===== src/shared/wide_decode_pkg.sv =====
package wide_decode_pkg;

	typedef enum logic [1:0] {
		mode_legacy,
		mode_compat,
		mode_wide
	} cpu_mode_t;

	typedef enum logic [1:0] {
		size_16,
		size_32,
		size_64
	} width_t;

	typedef enum logic [2:0] {
		seg_none,
		seg_extra_one,
		seg_extra_two,
		seg_legacy
	} seg_sel_t;

	// Prefix and opcode bytes
	localparam logic [7:0] pfx_opsize       = 8'h66;
	localparam logic [7:0] pfx_addrsize     = 8'h67;
	localparam logic [7:0] pfx_seg_code     = 8'h2e;
	localparam logic [7:0] pfx_seg_stack    = 8'h36;
	localparam logic [7:0] pfx_seg_data     = 8'h3e;
	localparam logic [7:0] pfx_seg_xdata    = 8'h26;
	localparam logic [7:0] pfx_seg_one      = 8'h64;
	localparam logic [7:0] pfx_seg_two      = 8'h65;
	localparam logic [7:0] pfx_ext_base     = 8'h40;
	localparam logic [7:0] pfx_ext_mask     = 8'hf0;
	localparam int         ext_w_bit        = 3;
	localparam logic [7:0] op_escape        = 8'h0f;
	localparam logic [7:0] op_nop           = 8'h90;
	localparam logic [7:0] op_exchange_op_rm       = 8'h87;
	localparam logic [7:0] op_enter         = 8'hc8;
	localparam logic [7:0] op_leave         = 8'hc9;
	localparam logic [7:0] op_pop_rm        = 8'h8f;
	localparam logic [7:0] op_pop_reg       = 8'h58;
	localparam logic [7:0] op_push_reg      = 8'h50;
	localparam logic [7:0] op_reg_mask      = 8'hf8;
	localparam logic [7:0] op_popf          = 8'h9d;
	localparam logic [7:0] op_pushf         = 8'h9c;
	localparam logic [7:0] op_push_imm32    = 8'h68;
	localparam logic [7:0] op_push_imm8     = 8'h6a;
	localparam logic [7:0] op_grp5          = 8'hff;
	localparam logic [7:0] op_call_rel      = 8'he8;
	localparam logic [7:0] op_jmp_rel       = 8'he9;
	localparam logic [7:0] op_jmp_short     = 8'heb;
	localparam logic [7:0] op_loop          = 8'he2;
	localparam logic [7:0] op_loopne        = 8'he0;
	localparam logic [7:0] op_loope         = 8'he1;
	localparam logic [7:0] op_ret           = 8'hc3;
	localparam logic [7:0] op_ret_imm       = 8'hc2;
	localparam logic [7:0] op_jcc_short     = 8'h70;
	localparam logic [7:0] op_jcc_mask      = 8'hf0;
	localparam logic [7:0] op_call_far      = 8'h9a;
	localparam logic [7:0] op_jmp_far       = 8'hea;
	localparam logic [7:0] op_mov_moffs_lo  = 8'ha0;
	localparam logic [7:0] op_mov_moffs_msk = 8'hfc;
	localparam logic [7:0] op_mov_imm_reg   = 8'hb8;
	// Second bytes after escape
	localparam logic [7:0] op2_push_one     = 8'ha0;
	localparam logic [7:0] op2_pop_one      = 8'ha1;
	localparam logic [7:0] op2_push_two     = 8'ha8;
	localparam logic [7:0] op2_pop_two      = 8'ha9;
	localparam logic [7:0] op2_fast_entry   = 8'h34;
	localparam logic [7:0] op2_fast_exit    = 8'h35;
	localparam logic [7:0] op2_sys_group    = 8'h01;
	localparam logic [7:0] op2_kswap_modrm  = 8'hf8;
	localparam logic [7:0] op2_jcc_near     = 8'h80;
	// ModRM fields
	localparam int         modrm_reg_lsb    = 3;
	localparam logic [2:0] grp5_call_ind    = 3'd2;
	localparam logic [2:0] grp5_call_far    = 3'd3;
	localparam logic [2:0] grp5_jmp_ind     = 3'd4;
	localparam logic [2:0] grp5_jmp_far     = 3'd5;
	localparam logic [2:0] grp5_push        = 3'd6;
	localparam logic [1:0] modrm_mod_direct = 2'b00;
	localparam logic [2:0] modrm_rm_disp    = 3'b101;
	// Privilege
	localparam logic [1:0] priv_user        = 2'd3;
	// Gate and segment checks
	localparam logic [3:0] gate_type_call64 = 4'hc;
	localparam logic [3:0] gate_type_task   = 4'h5;
	localparam logic [15:0] null_selector   = 16'h0000;
	localparam logic [15:0] sel_rpl_clear   = 16'hfffc;
	// Result merging widths and prefix count limit
	localparam int         byte_bits        = 8;
	localparam int         half_bits        = 16;
	localparam int         word_bits        = 32;
	localparam int         max_prefixes     = 4;

endpackage


===== src/hw/wide_dest_merge.sv =====
`timescale 1ns/1ps
module wide_dest_merge
	import wide_decode_pkg::*;
(
	input  wire logic        clk,
	input  wire logic        rst,
	input  wire logic        in_valid,
	input  wire logic [1:0]  in_width,
	input  wire logic        in_byte,
	input  wire logic [63:0] in_old,
	input  wire logic [63:0] in_result,
	output logic             out_valid,
	output logic [63:0]      out_value
);

	logic [63:0] next_value;

	always_comb begin
		next_value = in_old;
		if (in_byte) begin
			next_value[byte_bits-1:0] = in_result[byte_bits-1:0];
		end else if (in_width == 2'(size_16)) begin
			next_value[half_bits-1:0] = in_result[half_bits-1:0];
		end else if (in_width == 2'(size_32)) begin
			next_value = {32'h0000_0000, in_result[word_bits-1:0]};
		end else begin
			next_value = in_result;
		end
	end

	always_ff @(posedge clk) begin
		if (rst) begin
			out_valid <= 1'b0;
			out_value <= 64'h0;
		end else begin
			out_valid <= in_valid;
			if (in_valid) begin
				out_value <= next_value;
			end
		end
	end

endmodule


===== src/hw/wide_mode_prefix_size_decode.sv =====
`timescale 1ns/1ps
// Notes on behaviour
// - Meaningless extension prefix is ignored
// - Operand 32 default, 66h 16, W wins
// - Data, xdata, stack, code overrides are null
// - Extra segment overrides add their base
// - 32-bit register writes zero extend
// - 8/16-bit writes keep upper bits
// - Address 64 default, 67h 32, no 16
// - Displacement and immediate sign extend from 32, except wide moffs displacement and W mov-imm immediate
// - Address truncated to size then zero extended
// - Pointer-relative adds next instruction pointer
// - Stack ops default 64, 16 allowed only
// - Near branches default 64 operand size
// - Near address 64, 32 by prefix
// - Far gate must be 64-bit call gate
// - Gate stack switch loads null selector
// - Far return null selector needs level<3
// - Task gates fault in long mode
// - Direct far branches invalid in wide mode
// - Kernel base swap only in wide mode
// - Fast entry and exit fault in long
// - Opcode 90h is a true no-operation
// - Two-byte self exchange still executes
module wide_mode_prefix_size_decode
	import wide_decode_pkg::*;
(
	input  wire logic        clk,
	input  wire logic        rst,
	input  wire logic        in_valid,
	output logic             in_ready,
	input  wire logic [1:0]  cpu_mode,
	input  wire logic [1:0]  cur_priv,
	input  wire logic        legacy_op32,
	input  wire logic        legacy_addr32,
	input  wire logic [31:0] prefix_bytes,
	input  wire logic [2:0]  prefix_count,
	input  wire logic        ext_present,
	input  wire logic [3:0]  ext_bits,
	input  wire logic [7:0]  opcode,
	input  wire logic [7:0]  opcode2,
	input  wire logic [7:0]  modrm,
	input  wire logic [63:0] disp,
	input  wire logic [63:0] imm,
	input  wire logic [63:0] next_ip,
	input  wire logic [63:0] base_value,
	input  wire logic [63:0] index_value,
	input  wire logic [63:0] seg_one_base,
	input  wire logic [63:0] seg_two_base,
	input  wire logic        gate_access,
	input  wire logic        far_return,
	input  wire logic [3:0]  gate_type,
	input  wire logic        gate_target_wide,
	input  wire logic [63:0] gate_offset,
	input  wire logic        gate_priv_change,
	input  wire logic [1:0]  gate_new_priv,
	input  wire logic [63:0] table_stack_ptr,
	input  wire logic [15:0] ret_stack_sel,
	input  wire logic        ret_target_wide,
	input  wire logic [1:0]  ret_target_priv,
	input  wire logic        wb_valid,
	input  wire logic        wb_byte,
	input  wire logic [1:0]  wb_width,
	input  wire logic [63:0] wb_old,
	input  wire logic [63:0] wb_result,
	output logic             wb_out_valid,
	output logic [63:0]      wb_out_value,
	input  wire logic        out_ready,
	output logic             out_valid,
	output logic [1:0]       op_width,
	output logic [1:0]       addr_width,
	output logic [2:0]       seg_sel,
	output logic [63:0]      eff_addr,
	output logic [63:0]      imm_ext,
	output logic             is_nop,
	output logic             is_stack_op,
	output logic             is_near_branch,
	output logic             invalid_op_fault,
	output logic             protect_fault,
	output logic [63:0]      branch_target,
	output logic             load_stack_ptr,
	output logic [63:0]      new_stack_ptr,
	output logic             load_stack_sel,
	output logic [15:0]      new_stack_sel,
	output logic             push_wide,
	output logic             copy_params
);

	function automatic logic in_prefixes(input logic [31:0] bytes,
		input logic [2:0] count, input logic [7:0] value);
		logic hit;
		hit = 1'b0;
		for (int i = 0; i < max_prefixes; i++) begin
			if (3'(i) < count && bytes[i*8 +: 8] == value) begin
				hit = 1'b1;
			end
		end
		return hit;
	endfunction

	function automatic logic reg_form(input logic [7:0] op,
		input logic [7:0] base);
		return (op & op_reg_mask) == base;
	endfunction

	logic        wide;
	logic        long_mode;
	logic        has_opsz;
	logic        has_adsz;
	logic        ext_w;
	logic [2:0]  mreg;
	logic        stack_op;
	logic        near_br;
	logic        direct_far;
	logic        far_ind;
	logic        moffs_form;
	logic        ip_rel;
	logic        nop_form;
	logic        fault_ud;
	logic        fault_gp;
	logic [1:0]  next_opw;
	logic [1:0]  next_adw;
	logic [2:0]  next_seg;
	logic [63:0] disp_ext;
	logic [63:0] raw_addr;
	logic [63:0] seg_add;
	logic [63:0] next_addr;
	logic [63:0] next_imm;
	logic        take;

	assign wide      = cpu_mode == 2'(mode_wide);
	assign long_mode = wide || cpu_mode == 2'(mode_compat);
	assign has_opsz  = in_prefixes(prefix_bytes, prefix_count, pfx_opsize);
	assign has_adsz  = in_prefixes(prefix_bytes, prefix_count, pfx_addrsize);
	assign ext_w     = wide && ext_present && ext_bits[ext_w_bit];
	assign mreg      = modrm[modrm_reg_lsb +: 3];
	assign take      = in_valid && in_ready;
	assign in_ready  = !out_valid || out_ready;

	always_comb begin
		stack_op = 1'b0;
		near_br  = 1'b0;
		if (opcode == op_escape) begin
			stack_op = opcode2 == op2_push_one || opcode2 == op2_pop_one ||
				opcode2 == op2_push_two || opcode2 == op2_pop_two;
			near_br = (opcode2 & op_jcc_mask) == op2_jcc_near;
		end else begin
			stack_op = opcode == op_enter || opcode == op_leave ||
				opcode == op_pop_rm || opcode == op_popf ||
				opcode == op_pushf || opcode == op_push_imm32 ||
				opcode == op_push_imm8 || reg_form(opcode, op_pop_reg) ||
				reg_form(opcode, op_push_reg) ||
				(opcode == op_grp5 && mreg == grp5_push);
			near_br = opcode == op_call_rel || opcode == op_jmp_rel ||
				opcode == op_jmp_short || opcode == op_loop ||
				opcode == op_loope || opcode == op_loopne ||
				opcode == op_ret || opcode == op_ret_imm ||
				(opcode & op_jcc_mask) == op_jcc_short ||
				(opcode == op_grp5 &&
				(mreg == grp5_call_ind || mreg == grp5_jmp_ind));
		end
	end

	assign direct_far = opcode == op_call_far || opcode == op_jmp_far;
	assign far_ind    = opcode == op_grp5 &&
		(mreg == grp5_call_far || mreg == grp5_jmp_far);
	assign moffs_form = (opcode & op_mov_moffs_msk) == op_mov_moffs_lo;
	assign ip_rel     = wide && modrm[7:6] == modrm_mod_direct &&
		modrm[2:0] == modrm_rm_disp && opcode != op_escape;
	// One-byte 90h only; 87h not matched
	assign nop_form   = wide && opcode == op_nop;

	always_comb begin
		if (!wide) begin
			next_opw = (legacy_op32 ^ has_opsz) ? 2'(size_32) : 2'(size_16);
		end else if (stack_op || near_br) begin
			next_opw = (has_opsz && !ext_w) ? 2'(size_16) : 2'(size_64);
		end else if (ext_w) begin
			next_opw = 2'(size_64);
		end else begin
			next_opw = has_opsz ? 2'(size_16) : 2'(size_32);
		end
	end

	always_comb begin
		if (wide) begin
			next_adw = has_adsz ? 2'(size_32) : 2'(size_64);
		end else begin
			next_adw = (legacy_addr32 ^ has_adsz) ? 2'(size_32) : 2'(size_16);
		end
	end

	always_comb begin
		next_seg = 3'(seg_none);
		for (int i = 0; i < max_prefixes; i++) begin
			if (3'(i) < prefix_count) begin
				if (prefix_bytes[i*8 +: 8] == pfx_seg_one) begin
					next_seg = 3'(seg_extra_one);
				end else if (prefix_bytes[i*8 +: 8] == pfx_seg_two) begin
					next_seg = 3'(seg_extra_two);
				end else if (!wide && (prefix_bytes[i*8 +: 8] == pfx_seg_code ||
					prefix_bytes[i*8 +: 8] == pfx_seg_stack ||
					prefix_bytes[i*8 +: 8] == pfx_seg_data ||
					prefix_bytes[i*8 +: 8] == pfx_seg_xdata)) begin
					next_seg = 3'(seg_legacy);
				end
			end
		end
	end

	always_comb begin
		disp_ext = (wide && moffs_form && !has_adsz) ? disp :
			{{32{disp[31]}}, disp[31:0]};
		next_imm = (wide && ext_w && reg_form(opcode, op_mov_imm_reg)) ?
			imm : {{32{imm[31]}}, imm[31:0]};
		raw_addr = ip_rel ? next_ip + disp_ext :
			base_value + index_value + disp_ext;
		seg_add = 64'h0;
		if (next_seg == 3'(seg_extra_one)) begin
			seg_add = wide ? seg_one_base : {32'h0, seg_one_base[31:0]};
		end else if (next_seg == 3'(seg_extra_two)) begin
			seg_add = wide ? seg_two_base : {32'h0, seg_two_base[31:0]};
		end
		unique case (next_adw)
			2'(size_16): next_addr = {48'h0, raw_addr[15:0]};
			2'(size_32): next_addr = {32'h0, raw_addr[31:0]};
			default:     next_addr = raw_addr;
		endcase
		next_addr = next_addr + seg_add;
	end

	always_comb begin
		fault_ud = 1'b0;
		fault_gp = 1'b0;
		if (wide && direct_far) begin
			fault_ud = 1'b1;
		end
		if (!wide && opcode == op_escape && opcode2 == op2_sys_group &&
			modrm == op2_kswap_modrm) begin
			fault_ud = 1'b1;
		end
		if (long_mode && opcode == op_escape &&
			(opcode2 == op2_fast_entry || opcode2 == op2_fast_exit)) begin
			fault_ud = 1'b1;
		end
		if (long_mode && gate_access &&
			(gate_type == gate_type_task || gate_type != gate_type_call64 ||
			!gate_target_wide)) begin
			fault_gp = 1'b1;
		end
		if (long_mode && far_return &&
			(ret_stack_sel & sel_rpl_clear) == null_selector &&
			!(ret_target_wide && ret_target_priv < priv_user)) begin
			fault_gp = 1'b1;
		end
	end

	always_ff @(posedge clk) begin
		if (rst) begin
			out_valid <= 1'b0;
		end else if (take) begin
			out_valid <= 1'b1;
		end else if (out_ready) begin
			out_valid <= 1'b0;
		end
	end

	always_ff @(posedge clk) begin
		if (rst) begin
			op_width         <= 2'(size_32);
			addr_width       <= 2'(size_64);
			seg_sel          <= 3'(seg_none);
			eff_addr         <= 64'h0;
			imm_ext          <= 64'h0;
			is_nop           <= 1'b0;
			is_stack_op      <= 1'b0;
			is_near_branch   <= 1'b0;
			invalid_op_fault <= 1'b0;
			protect_fault    <= 1'b0;
		end else if (take) begin
			op_width         <= next_opw;
			addr_width       <= next_adw;
			seg_sel          <= next_seg;
			eff_addr         <= next_addr;
			imm_ext          <= next_imm;
			is_nop           <= nop_form && !fault_ud;
			is_stack_op      <= stack_op && wide;
			is_near_branch   <= near_br && wide;
			invalid_op_fault <= fault_ud;
			protect_fault    <= fault_gp;
		end
	end

	always_ff @(posedge clk) begin
		if (rst) begin
			branch_target  <= 64'h0;
			load_stack_ptr <= 1'b0;
			new_stack_ptr  <= 64'h0;
			load_stack_sel <= 1'b0;
			new_stack_sel  <= 16'h0;
			push_wide      <= 1'b0;
			copy_params    <= 1'b0;
		end else if (take) begin
			branch_target  <= gate_offset;
			load_stack_ptr <= long_mode && gate_access && gate_priv_change &&
				!fault_gp;
			new_stack_ptr  <= table_stack_ptr;
			load_stack_sel <= long_mode && gate_access && gate_priv_change &&
				!fault_gp;
			new_stack_sel  <= {14'h0, gate_new_priv};
			push_wide      <= long_mode && gate_access && !fault_gp;
			copy_params    <= !long_mode && gate_access && gate_priv_change;
		end
	end

	wide_dest_merge merge (
		.clk       (clk),
		.rst       (rst),
		.in_valid  (wb_valid),
		.in_width  (wb_width),
		.in_byte   (wb_byte),
		.in_old    (wb_old),
		.in_result (wb_result),
		.out_valid (wb_out_valid),
		.out_value (wb_out_value)
	);

endmodule


===== config.mk =====
export PLATFORM = sky130hd
export DESIGN_NAME = wide_mode_prefix_size_decode
export DESIGN_NICKNAME = d
export VERILOG_FILES = /design/src/shared/wide_decode_pkg.sv /design/src/hw/wide_dest_merge.sv /design/src/hw/wide_mode_prefix_size_decode.sv
export SDC_FILE = /design/constraint.sdc
export NUM_CORES = 1
export LEC_CHECK = 0
export BUFFER_PORTS_ARGS = -buffer_cell sky130_fd_sc_hd__buf_2
export CORE_AREA = 5 5 449 451
export CTS_CLUSTER_DIAMETER = 100
export DETAILED_ROUTE_END_ITERATION = 10
export DIE_AREA = 0 0 454 456
export PLACE_DENSITY = 0.33
export SLEW_MARGIN = 30
export SYNTH_ARGS = -nofsm -noshare
export SYNTH_HDL_FRONTEND = slang
export SYNTH_HIERARCHICAL = 1
export SYNTH_SLANG_ARGS = --single-unit

===== constraint.sdc =====
create_clock -name clk -period 10.15 [get_ports clk]
set_input_delay 1.5225 -clock clk [delete_from_list [all_inputs] [get_ports clk]]
set_output_delay 1.5225 -clock clk [all_outputs]
set_load 0.005 [all_outputs]

==> impl_metrics.yaml, run 1 <==
status:
  run_status: "complete, no violations"
placement:
  dpl_cell_area_sq_um: 35610
  post-dp-hpwl_um: 148600
  dp_worst_setup_slack_ns: 0.5828
  port_buffers: 1135
  gp_routability_congestion: 0.9257
floorplan:
  io-pin-count: 1166
  core_sq_um: 196800
  die_width_um: 454
  die_area_sq_um: 207000
  fp.dieH_um: 456
  initial_cell_density_of_the_core: 0.1374
  floorplan.rows: 163
synthesis:
  synth_adder_area_share: 0.1363
  synth_simple_gate_area_share: 0.2131
  ys_ff_latch: 338
  synth_compound_area_frac: 0.2898
  ys_warn_count: 6
  synthDistinctLibCells: 105
  postSynth.asyncResetShare: 0
  synth-xor-area-share: 0.05377
  synth_enable_flop_cells: 0
  post_syn_area_per_cell_sq_um: 7.619
  post_synth_mux_area_share: 0.007820
  syn-instance-count: 3549
  synth.cell_area_sq_um: 27040
  synth_seq_area_share: 0.2502
  combinational_family_with_the_most_area_after_synthesis: "compound AO/OA/AOI/OAI gates"
  synth_ff_type: "sky130_fd_sc_hd__dfxtp_1"
route:
  drt_antenna_net_count: 0
  drt-initial-drc-count: 1931
  remaining_design_rule_violation_count: 0
  postRouteWirelength_um: 174100
  via_count: 30580
  drtPass1Iterations: 5
  drt-wirelength-per-cell_um: 23.95
  vias_per_cell: 4.206
power_and_ir_drop:
  power.static_leakage_nw: 16.74
  post-layout-total-power_mw: 5.339
  cellPowerDensity_nw_per_um2: 143.4
  power.ir.vdd_worst_uv: 110.6
worst_setup_path:
  endpoint_arrival_time_on_the_critical_path_ns: 9.37
  timing_worst_setup_path_type: "input port to flop"
  crit_required_ns: 10.73
  rr_worst_depth: 7
  critPathMaxStageDelay_ns: 0.55
  reg2reg_slack_ns: 7.44
  worstSetupStartpointType: "input port"
  crit-reg2reg-launch: "out_valid"
  worstReg2RegEnd: "new_stack_ptr[56]"
  critical_path_peak_fanout: 7
  timing.critical_path.to_type: "flop"
  crit_path_top_delay_cell: "sky130_fd_sc_hd__nor4b_2"
sta:
  timing.final.crit_period_ns: 8.790
  number_of_pins_with_negative_max_slew_slack_in_the_final_report: 0
  slew-limit-headroom: 0.2613
  setup_repair_after_global_routing_missed_its_margin: "false"
  report.final.setup_viol: 0
  layout_worst_path_cycle_share: 0.8660
  setup-tns-final_ns: 0
  final.setup_skew_ns: 0.02163
  hold_slack_ns: 0.4472
  hold_violations: 0
  slew_at_the_pin_closest_to_its_max_slew_limit_ns: 1.108
  layout_setup_ws_ns: 1.360
  upper_clock_frequency_limit_mhz: 113.8
global_route:
  grt_overflow: 0
  grt_antenna_before_repair: 84
  grt_pass1_wl_um: 239700
  grt_max_degree: 185
  grt_pass1_vias: 30390
  track_usage: 0.1596
final_layout:
  fillers: 22580
  multiInputGateArea_sq_um: 19040
  layout_stage_area_growth_over_the_synthesis_result_pct: 37.72
  layout.cells.most_common_list: "1,133 x sky130_fd_sc_hd__buf_2, 666 x sky130_fd_sc_hd__nand2_1, 450 x sky130_fd_sc_hd__a21oi_1"
  drive_above_1_share: 0.2950
  most_common_library_cell_in_the_layout_ignoring_fill_and_taps: "sky130_fd_sc_hd__buf_2"
  area.sequential_sq_um: 6766
  design_area_final_sq_um: 37240
  layout.nets: 5642
hold_path:
  min_path_cells: 2
  hold-path-endpoint: "eff_addr[10]"
  worstHoldPathType: "flop to flop"
  min-delay-start: "eff_addr[10]"
clocking:
  cts_buffers: 47
  post_cts.resized_instances: 0
  clkLatencyLatePin_ns: 0.63
  worst_setup_hold_path_clk_slew_ns: 0.06
  ctsHtreeMaxLevel: 2
  ctsRootBufferMaster: "sky130_fd_sc_hd__clkbuf_16"
  postCtsHoldBufs: 0
  clock_path_buffers: 3
  post-cts-setup-buffers: 0
  tritoncts: "yes"
  cts.sink_count: 338
flow_run:
  max_cap_viol_count: 0
## layer usage
| layer | vias to the layer above | track usage | wire length (um) |
|---|---|---|---|
| li1 | 14850 | - | - |
| met1 | 14680 | 0.2019 | 75050 |
| met2 | 825 | 0.2835 | 86440 |
| met4 | 10 | 0.04021 | 4520 |
| met3 | 217 | 0.02220 | 8032 |
| met5 | - | 0 | 66 |
## critical path, delay by kind of cell
kind | cells | cell delay (ns)
AO/OA/AOI/OAI | 8 | 1.70
XOR/XNOR | 1 | 0.18
adder cells (fa/ha/maj) | 3 | 1.26
buffers and inverters | 5 | 0.86
multiplexers | 1 | 0.26
AND/OR/NAND/NOR | 14 | 3.58
## per-stage QoR
stage	cells	utilization
after floorplan	3563	-
after global placement	7165	0.1808
after detailed placement	7166	0.1809
after CTS	7246	0.1888
after global routing	7262	0.1891
final	7271	0.1892
## power by group
group	internal, mW	switching, mW	leakage (nW)
clock network	0.969	0.721	0.747
logic	0.841	1.34	13.2
registers	1.43	0.0456	2.78
total	3.24	2.10	16.7
## synth_stat cells, types with 9 or more instances
master	count	area share
sky130_fd_sc_hd__a31oi_1	30	0.0069
sky130_fd_sc_hd__nand4b_1	10	0.0032
sky130_fd_sc_hd__o21bai_1	30	0.0083
sky130_fd_sc_hd__nor2b_1	27	0.0062
sky130_fd_sc_hd__o21ai_1	37	0.0068
sky130_fd_sc_hd__o31ai_1	10	0.0028
sky130_fd_sc_hd__nor4b_1	10	0.0032
sky130_fd_sc_hd__and2_1	15	0.0035
sky130_fd_sc_hd__and3_1	19	0.0044
sky130_fd_sc_hd__a21oi_1	450	0.083
sky130_fd_sc_hd__a211oi_1	72	0.020
sky130_fd_sc_hd__o21ai_0	100	0.019
sky130_fd_sc_hd__nor3_1	46	0.0085
sky130_fd_sc_hd__inv_1	58	0.0081
sky130_fd_sc_hd__buf_1	12	0.0017
sky130_fd_sc_hd__and4_1	9	0.0029
sky130_fd_sc_hd__a311oi_1	38	0.012
sky130_fd_sc_hd__o211ai_1	24	0.0067
sky130_fd_sc_hd__a21o_1	133	0.037
sky130_fd_sc_hd__a311oi_2	16	0.0089
sky130_fd_sc_hd__nor3b_1	15	0.0042
sky130_fd_sc_hd__o22ai_1	20	0.0046
sky130_fd_sc_hd__dfxtp_1	338	0.25
sky130_fd_sc_hd__ha_1	189	0.087
sky130_fd_sc_hd__xor2_1	65	0.021
sky130_fd_sc_hd__fa_1	66	0.049
sky130_fd_sc_hd__nand3_1	52	0.0096
sky130_fd_sc_hd__a221oi_1	10	0.0032
sky130_fd_sc_hd__buf_2	19	0.0035
sky130_fd_sc_hd__clkbuf_1	178	0.025
sky130_fd_sc_hd__nand4_1	47	0.011
sky130_fd_sc_hd__nor4_1	15	0.0035
sky130_fd_sc_hd__nand2_1	667	0.093
sky130_fd_sc_hd__nand3b_1	10	0.0028
sky130_fd_sc_hd__mux2i_1	20	0.0074
sky130_fd_sc_hd__buf_4	19	0.0053
sky130_fd_sc_hd__or3_1	9	0.0021
sky130_fd_sc_hd__a211o_1	10	0.0032
sky130_fd_sc_hd__nor2_1	270	0.037
sky130_fd_sc_hd__xnor2_1	101	0.033
sky130_fd_sc_hd__nand2b_1	20	0.0046
sky130_fd_sc_hd__a22oi_1	60	0.017
sky130_fd_sc_hd__o21a_1	15	0.0042
sky130_fd_sc_hd__a22o_1	34	0.011
## registers in the layout (all words and copies together) (netlist names), 2 cells and up
name             cells
new_stack_ptr       64
merge/out_value     64
op_width             2
eff_addr            64
addr_width           2
new_stack_sel        2
imm_ext             64
branch_target       64
seg_sel              2
## worst max path at each step
stage              endpoint  slack (ns)        startpoint
4_1_cts        eff_addr[63]        1.26  prefix_bytes[20]
3_5_place_dp   eff_addr[63]        0.58  prefix_bytes[20]
5_1_grt        eff_addr[63]        0.63  prefix_bytes[12]
6_report       eff_addr[63]        1.36  prefix_bytes[12]
3_3_place_gp   eff_addr[63]        0.55  prefix_bytes[20]
2_1_floorplan  eff_addr[63]        2.18   prefix_count[1]
## cells by family (layout without fill, tap and decap cells)
| family | after synthesis | count (layout) |
|---|---|---|
| adders and majority gates | 255 | 255 |
| muxes | 21 | 21 |
| xor gates and xnor gates | 166 | 166 |
| other | 1 | 39 |
| DFF | 338 | 338 |
| AOI/OAI and AO/OA | 1185 | 1185 |
| and+or+nand+nor | 1284 | 1284 |
| buffers and inverters | 299 | 1343 |
## final cells by class
type,instances,share of cell area
inverters,59,0.005947
diodes,24,0.001613
clock buffers,64,0.03545
multi-input cells,2926,0.5114
repair buffers,1204,0.1692
flip-flops and latches,338,0.1817
clock inverters,16,0.005947
well taps,2640,0.08870
Power figures use the tool's default switching activity.
==> inputs of run 2 (changes only) <==
- ABC_AREA: default -> 1
- CORE_AREA: 5 5 449 451 -> 5 5 448 450
- DIE_AREA: 0 0 454 456 -> 0 0 453 455
- PLACE_DENSITY: 0.33 -> 0.35
==> impl_metrics.yaml, run 2 <==
status:
  run_status: "complete, no violations"
synthesis:
  synth_ff_type: "sky130_fd_sc_hd__dfxtp_1"
  postSynth.asyncResetShare: 0
  post-synth-top-area-cell: "sky130_fd_sc_hd__dfxtp_1"
  synth_seq_area_share: 0.2239
  post_syn_area_per_cell_sq_um: 6.335
  synthMostInstantiatedCell: "sky130_fd_sc_hd__nor2_1"
  synthDistinctLibCells: 78
  synth_top_area_cells: "sky130_fd_sc_hd__dfxtp_1 22%, sky130_fd_sc_hd__nor2_1 12%, sky130_fd_sc_hd__nand2_1 9.4%"
  synth.top_cell.area_share: 0.2239
  synth_cell_count_leaders: "927 x sky130_fd_sc_hd__nor2_1, 759 x sky130_fd_sc_hd__nand2_1, 604 x sky130_fd_sc_hd__inv_1"
  syn-instance-count: 4771
  synth.cell_area_sq_um: 30220
  ys_ff_latch: 338
  ys_warn_count: 6
  synth_enable_flop_cells: 0
power_and_ir_drop:
  pwr-share-clk: 0.299
  power.switching_mw: 2.266
  power.sequential.fraction: 0.277
  cellPowerDensity_nw_per_um2: 134.4
  power.ir.vdd_worst_uv: 99.31
  internal_power_mw: 3.117
  power.combinational.fraction: 0.423
  sw_frac_of_total: 0.4209
  power.static_leakage_nw: 19.89
hold_path:
  min-delay-start: "op_width[1]"
  worstHoldPathType: "flop to flop"
floorplan:
  core_sq_um: 196200
  initial_cell_density_of_the_core: 0.1541
  io-pin-count: 1166
  die_area_sq_um: 206100
  floorplan.rows: 163
  die_width_um: 453
  fp.dieH_um: 455
sta:
  slew-limit-headroom: 0.3664
  timing.final.crit_period_ns: 8.138
  number_of_pins_with_negative_max_slew_slack_in_the_final_report: 0
  final.setup_skew_ns: 0.01823
  report.final.setup_viol: 0
  upper_clock_frequency_limit_mhz: 122.9
  slew_at_the_pin_closest_to_its_max_slew_limit_ns: 0.9404
  setup-tns-final_ns: 0
  hold_violations: 0
  layout_worst_path_cycle_share: 0.8017
  hold_slack_ns: 0.4629
  layout_setup_ws_ns: 2.012
  setup_repair_after_global_routing_missed_its_margin: "false"
route:
  drt-wirelength-per-cell_um: 23.29
  drt_antenna_net_count: 0
  postRouteWirelength_um: 197500
  vias_per_cell: 4.280
  drtPass1Iterations: 6
  drt-initial-drc-count: 2818
  via_count: 36300
  remaining_design_rule_violation_count: 0
final_layout:
  post_route_non_filler_standard_cell_count: 8482
  layout.cells.most_common_list: "1,133 x sky130_fd_sc_hd__buf_2, 926 x sky130_fd_sc_hd__nor2_1, 757 x sky130_fd_sc_hd__nand2_1"
  drive_above_1_share: 0.2385
  design_area_final_sq_um: 40040
  most_common_library_cell_in_the_layout_ignoring_fill_and_taps: "sky130_fd_sc_hd__buf_2"
  fillers: 23010
  layout.nets: 6866
  layout_stage_area_growth_over_the_synthesis_result_pct: 32.47
global_route:
  grt_overflow: 0
  grt_antenna_before_repair: 60
  track_usage: 0.1805
  grt_pass1_vias: 34930
  grt_pass1_wl_um: 267800
  grt_max_degree: 152
placement:
  port_buffers: 1135
  dpl_cell_area_sq_um: 38590
  gp_routability_congestion: 0.9299
  post-dp-hpwl_um: 169300
  dp_worst_setup_slack_ns: 1.544
  place_inst: 8395
worst_setup_path:
  timing.critical_path.to_type: "flop"
  worstSetupStartpointType: "input port"
  critPathLaunch: "cpu_mode[0]"
  endpoint_arrival_time_on_the_critical_path_ns: 8.66
  timing_worst_setup_path_type: "input port to flop"
  crit-reg2reg-launch: "out_valid"
  critical_path_peak_fanout: 25
  crit_required_ns: 10.67
flow_run:
  max_cap_viol_count: 0
clocking:
  ctsRootBufferMaster: "sky130_fd_sc_hd__clkbuf_16"
  tritoncts: "yes"
  worst_setup_hold_path_clk_slew_ns: 0.06
  clock_path_buffers: 3
  postCtsHoldBufs: 0
  cts_buffers: 43
  ctsHtreeMaxLevel: 2
  clkLatencyLatePin_ns: 0.60
  cts.sink_count: 338
  post-cts-setup-buffers: 0
  post_cts.resized_instances: 0
-- run 2: metrics by stage --
| step | utilization | total power, mW |
|---|---|---|
| floorplan | - | 2.783 |
| global placement | 0.1966 | 3.822 |
| detailed placement | 0.1967 | 3.821 |
| CTS | 0.2039 | 5.493 |
| global route | 0.2040 | 5.767 |
| finish | 0.2041 | 5.383 |
-- run 2: final cells by class --
cell class,count,area (sq um),share of cell area
sequential,338,6766,0.1690
antenna,13,32.53,0.0008125
clock inverter,18,237.7,0.005938
clock buffer,56,1175,0.02934
multi-input combinational,3643,20310,0.5072
inverter,619,2349,0.05866
timing repair buffer,1155,5868,0.1466
tap,2640,3303,0.08250
-- run 2: worst max-delay path, cell delays in order --
cell and delay, ns:
sky130_fd_sc_hd__buf_2 0.09, sky130_fd_sc_hd__inv_1 0.05, sky130_fd_sc_hd__ha_2 0.17, sky130_fd_sc_hd__inv_2 0.12, sky130_fd_sc_hd__nor3_2 0.48, sky130_fd_sc_hd__nand3_4 0.21, sky130_fd_sc_hd__buf_4 0.27, sky130_fd_sc_hd__o21ai_0 0.37
sky130_fd_sc_hd__fa_1 0.49, sky130_fd_sc_hd__ha_1 0.47, sky130_fd_sc_hd__nand2_1 0.16, sky130_fd_sc_hd__nor2_1 0.22, sky130_fd_sc_hd__nand2_1 0.22, sky130_fd_sc_hd__nor4_1 0.76, sky130_fd_sc_hd__nand2_1 0.10, sky130_fd_sc_hd__o211ai_1 0.31
sky130_fd_sc_hd__o21ai_0 0.12, sky130_fd_sc_hd__a21o_1 0.16, sky130_fd_sc_hd__a21oi_1 0.22, sky130_fd_sc_hd__ha_1 0.35, sky130_fd_sc_hd__a21oi_1 0.30, sky130_fd_sc_hd__o21ai_0 0.16, sky130_fd_sc_hd__a221oi_1 0.56, sky130_fd_sc_hd__o211ai_1 0.21
sky130_fd_sc_hd__and2_1 0.19, sky130_fd_sc_hd__o21ai_0 0.16, sky130_fd_sc_hd__o211ai_1 0.11, sky130_fd_sc_hd__inv_1 0.08
-- run 2: layer usage --
| layer | vias up | track usage | wire (um) |
|---|---|---|---|
| li1 | 17810 | - | - |
| met1 | 16940 | 0.2194 | 80840 |
| met2 | 1304 | 0.3203 | 96350 |
| met3 | 235 | 0.04288 | 14560 |
| met4 | 16 | 0.04367 | 5639 |
| met5 | - | 0 | 114 |
-- run 2: worst paths after layout --
path | endpoint | slack [ns] | cells past startpoint
setup / recovery | eff_addr[56] | 2.01 | 28
hold / removal | op_width[1] | 0.46 | 2
setup reg to reg | imm_ext[61] | 7.02 | 7
hold reg to reg | op_width[1] | 0.46 | 2
-- run 2: power groups by stage --
stage / clock, mW / sequential, mW / combinational [mW]
floorplan: 0 / 1.53 / 1.25
global placement: 0 / 1.52 / 2.30
detailed placement: 0 / 1.52 / 2.30
CTS: 1.69 / 1.49 / 2.31
global route: 1.74 / 1.51 / 2.53
finish: 1.61 / 1.49 / 2.28
-- run 2: kinds of logic (layout without fill, tap and decap cells) --
| logic type | count (synthesis) | count (layout) | synth area share |
|---|---|---|---|
| simple gates | 2072 | 2072 | 0.2856 |
| compound gates | 1227 | 1227 | 0.2399 |
| buf+inv | 804 | 1848 | 0.1070 |
| flops | 338 | 338 | 0.2239 |
| fa+ha+maj | 255 | 255 | 0.1220 |
| xor+xnor | 73 | 73 | 0.02115 |
| other cells | 1 | 28 | 0.0001241 |
| mux | 1 | 1 | 0.0003312 |
==> inputs of run 3 (changes only) <==
- PLACE_DENSITY: 0.35 -> 0.36
- clock period: 10.15 -> 6.6 ns (I/O delays scaled with it)
==> impl_metrics.yaml, run 3 (same netlist as run 2, synthesis figures left out) <==
route:
  drt_antenna_net_count: 0
  remaining_design_rule_violation_count: 0
  drt-initial-drc-count: 2687
  via_count: 38290
  drt-wirelength-per-cell_um: 22.96
  vias_per_cell: 4.209
  drtPass1Iterations: 6
  postRouteWirelength_um: 208900
floorplan:
  floorplan.rows: 163
  fp.dieH_um: 455
  die_area_sq_um: 206100
  io-pin-count: 1166
  die_width_um: 453
  initial_cell_density_of_the_core: 0.1541
  core_sq_um: 196200
placement:
  port_buffers: 1135
  post-dp-hpwl_um: 179600
  place_inst: 8995
  gp_routability_congestion: 0.9333
  dp_worst_setup_slack_ns: -0.6936
  dpl_cell_area_sq_um: 43180
global_route:
  grt_overflow: 0
  grt_antenna_before_repair: 61
  grt_pass1_vias: 37160
  track_usage: 0.1900
  grt_max_degree: 192
  grt_pass1_wl_um: 282100
hold_path:
  worstHoldPathType: "flop to flop"
sta:
  timing.final.crit_period_ns: 6.313
  hold_slack_ns: 0.4641
  slew_at_the_pin_closest_to_its_max_slew_limit_ns: 1.039
  hold_violations: 0
  setup-tns-final_ns: 0
  slew-limit-headroom: 0.3072
  layout_worst_path_cycle_share: 0.9565
  upper_clock_frequency_limit_mhz: 158.4
  number_of_pins_with_negative_max_slew_slack_in_the_final_report: 0
  report.final.setup_viol: 0
  final.setup_skew_ns: 0.02670
  layout_setup_ws_ns: 0.2869
clocking:
  cts.sink_count: 338
  clkLatencyLatePin_ns: 0.60
  postCtsHoldBufs: 0
  cts_buffers: 44
  worst_setup_hold_path_clk_slew_ns: 0.07
  ctsRootBufferMaster: "sky130_fd_sc_hd__clkbuf_16"
  ctsHtreeMaxLevel: 2
  clock_path_buffers: 3
  tritoncts: "yes"
worst_setup_path:
  timing_worst_setup_path_type: "input port to flop"
  worstSetupStartpointType: "input port"
  timing.critical_path.to_type: "flop"
  critical_path_peak_fanout: 19
  critPathMaxStageDelay_ns: 0.50
  crit_path_top_delay_cell: "sky130_fd_sc_hd__fa_1"
  crit_required_ns: 7.08
  endpoint_arrival_time_on_the_critical_path_ns: 6.79
power_and_ir_drop:
  sw_frac_of_total: 0.4018
  power.ir.vdd_worst_uv: 153.4
  power.sequential.fraction: 0.252
  power.combinational.fraction: 0.455
  pwr-share-clk: 0.294
  power.switching_mw: 3.661
  cellPowerDensity_nw_per_um2: 200.9
  internal_power_mw: 5.451
  post-layout-total-power_mw: 9.111
  power.static_leakage_nw: 23.07
flow_run:
  max_cap_viol_count: 0
final_layout:
  most_common_library_cell_in_the_layout_ignoring_fill_and_taps: "sky130_fd_sc_hd__buf_2"
  design_area_final_sq_um: 45360
  drive_above_1_share: 0.3231
  utilization_after_layout: 0.2312
  layout.cells.most_common_list: "1,133 x sky130_fd_sc_hd__buf_2, 912 x sky130_fd_sc_hd__nor2_1, 755 x sky130_fd_sc_hd__nand2_1"
  layout.nets: 7478
  post_route_non_filler_standard_cell_count: 9097
  layout_stage_area_growth_over_the_synthesis_result_pct: 50.09
status:
  run_status: "complete, no violations"
[run 3: path summary, 6_finish.rpt]
path               start      endpoint  slack, ns  cells after the start
min            push_wide     push_wide       0.46                      2
min reg2reg    push_wide     push_wide       0.46                      2
max          cpu_mode[0]  eff_addr[58]       0.29                     36
max reg2reg    out_valid  eff_addr[11]       4.19                      8
[run 3: timing repair]
action / in CTS / in global routing
endpoints found under the setup margin: 4 / 23
pin swaps: 0 / 20
gates resized for setup: 3 / 112
buffers inserted: 0 / 8
gates cloned: 0 / 2
[run 3: worst max-delay path: cells and delay by family]
| family | cells | cell delay, ns |
|---|---|---|
| simple gates | 15 | 2.23 |
| fa+ha+maj | 4 | 1.40 |
| buf+inv | 13 | 1.60 |
| compound gates | 3 | 0.50 |
| xor+xnor | 1 | 0.07 |
[run 3: area by class of cell]
cell class / count / area (sq um)
Antenna cell: 13 / 32.53
Clock inverter: 17 / 267.8
Multi-Input combinational cell: 3645 / 20750
Fill cell: 22700 / 150800
Timing Repair Buffer: 1764 / 10610
Clock buffer: 61 / 1287
Inverter: 619 / 2349
Tap cell: 2640 / 3303
Sequential cell: 338 / 6766
[run 3: routing by layer]
layer	global-route usage	routed length, um	up-vias
li1	-	-	19020
met1	0.2419	89700	17770
met2	0.3262	98820	1241
met3	0.04132	13740	246
met4	0.04652	6532	16
met5	0	103	-
[run 3: power groups by stage]
stage / Sequential, mW / Clock [mW] / Combinational, mW
finish: 2.29 / 2.67 / 4.14
CTS: 2.30 / 2.78 / 4.14
floorplan: 2.35 / 0 / 1.93
global route: 2.31 / 2.86 / 4.55
detailed placement: 2.34 / 0 / 4.11
global placement: 2.33 / 0 / 4.12
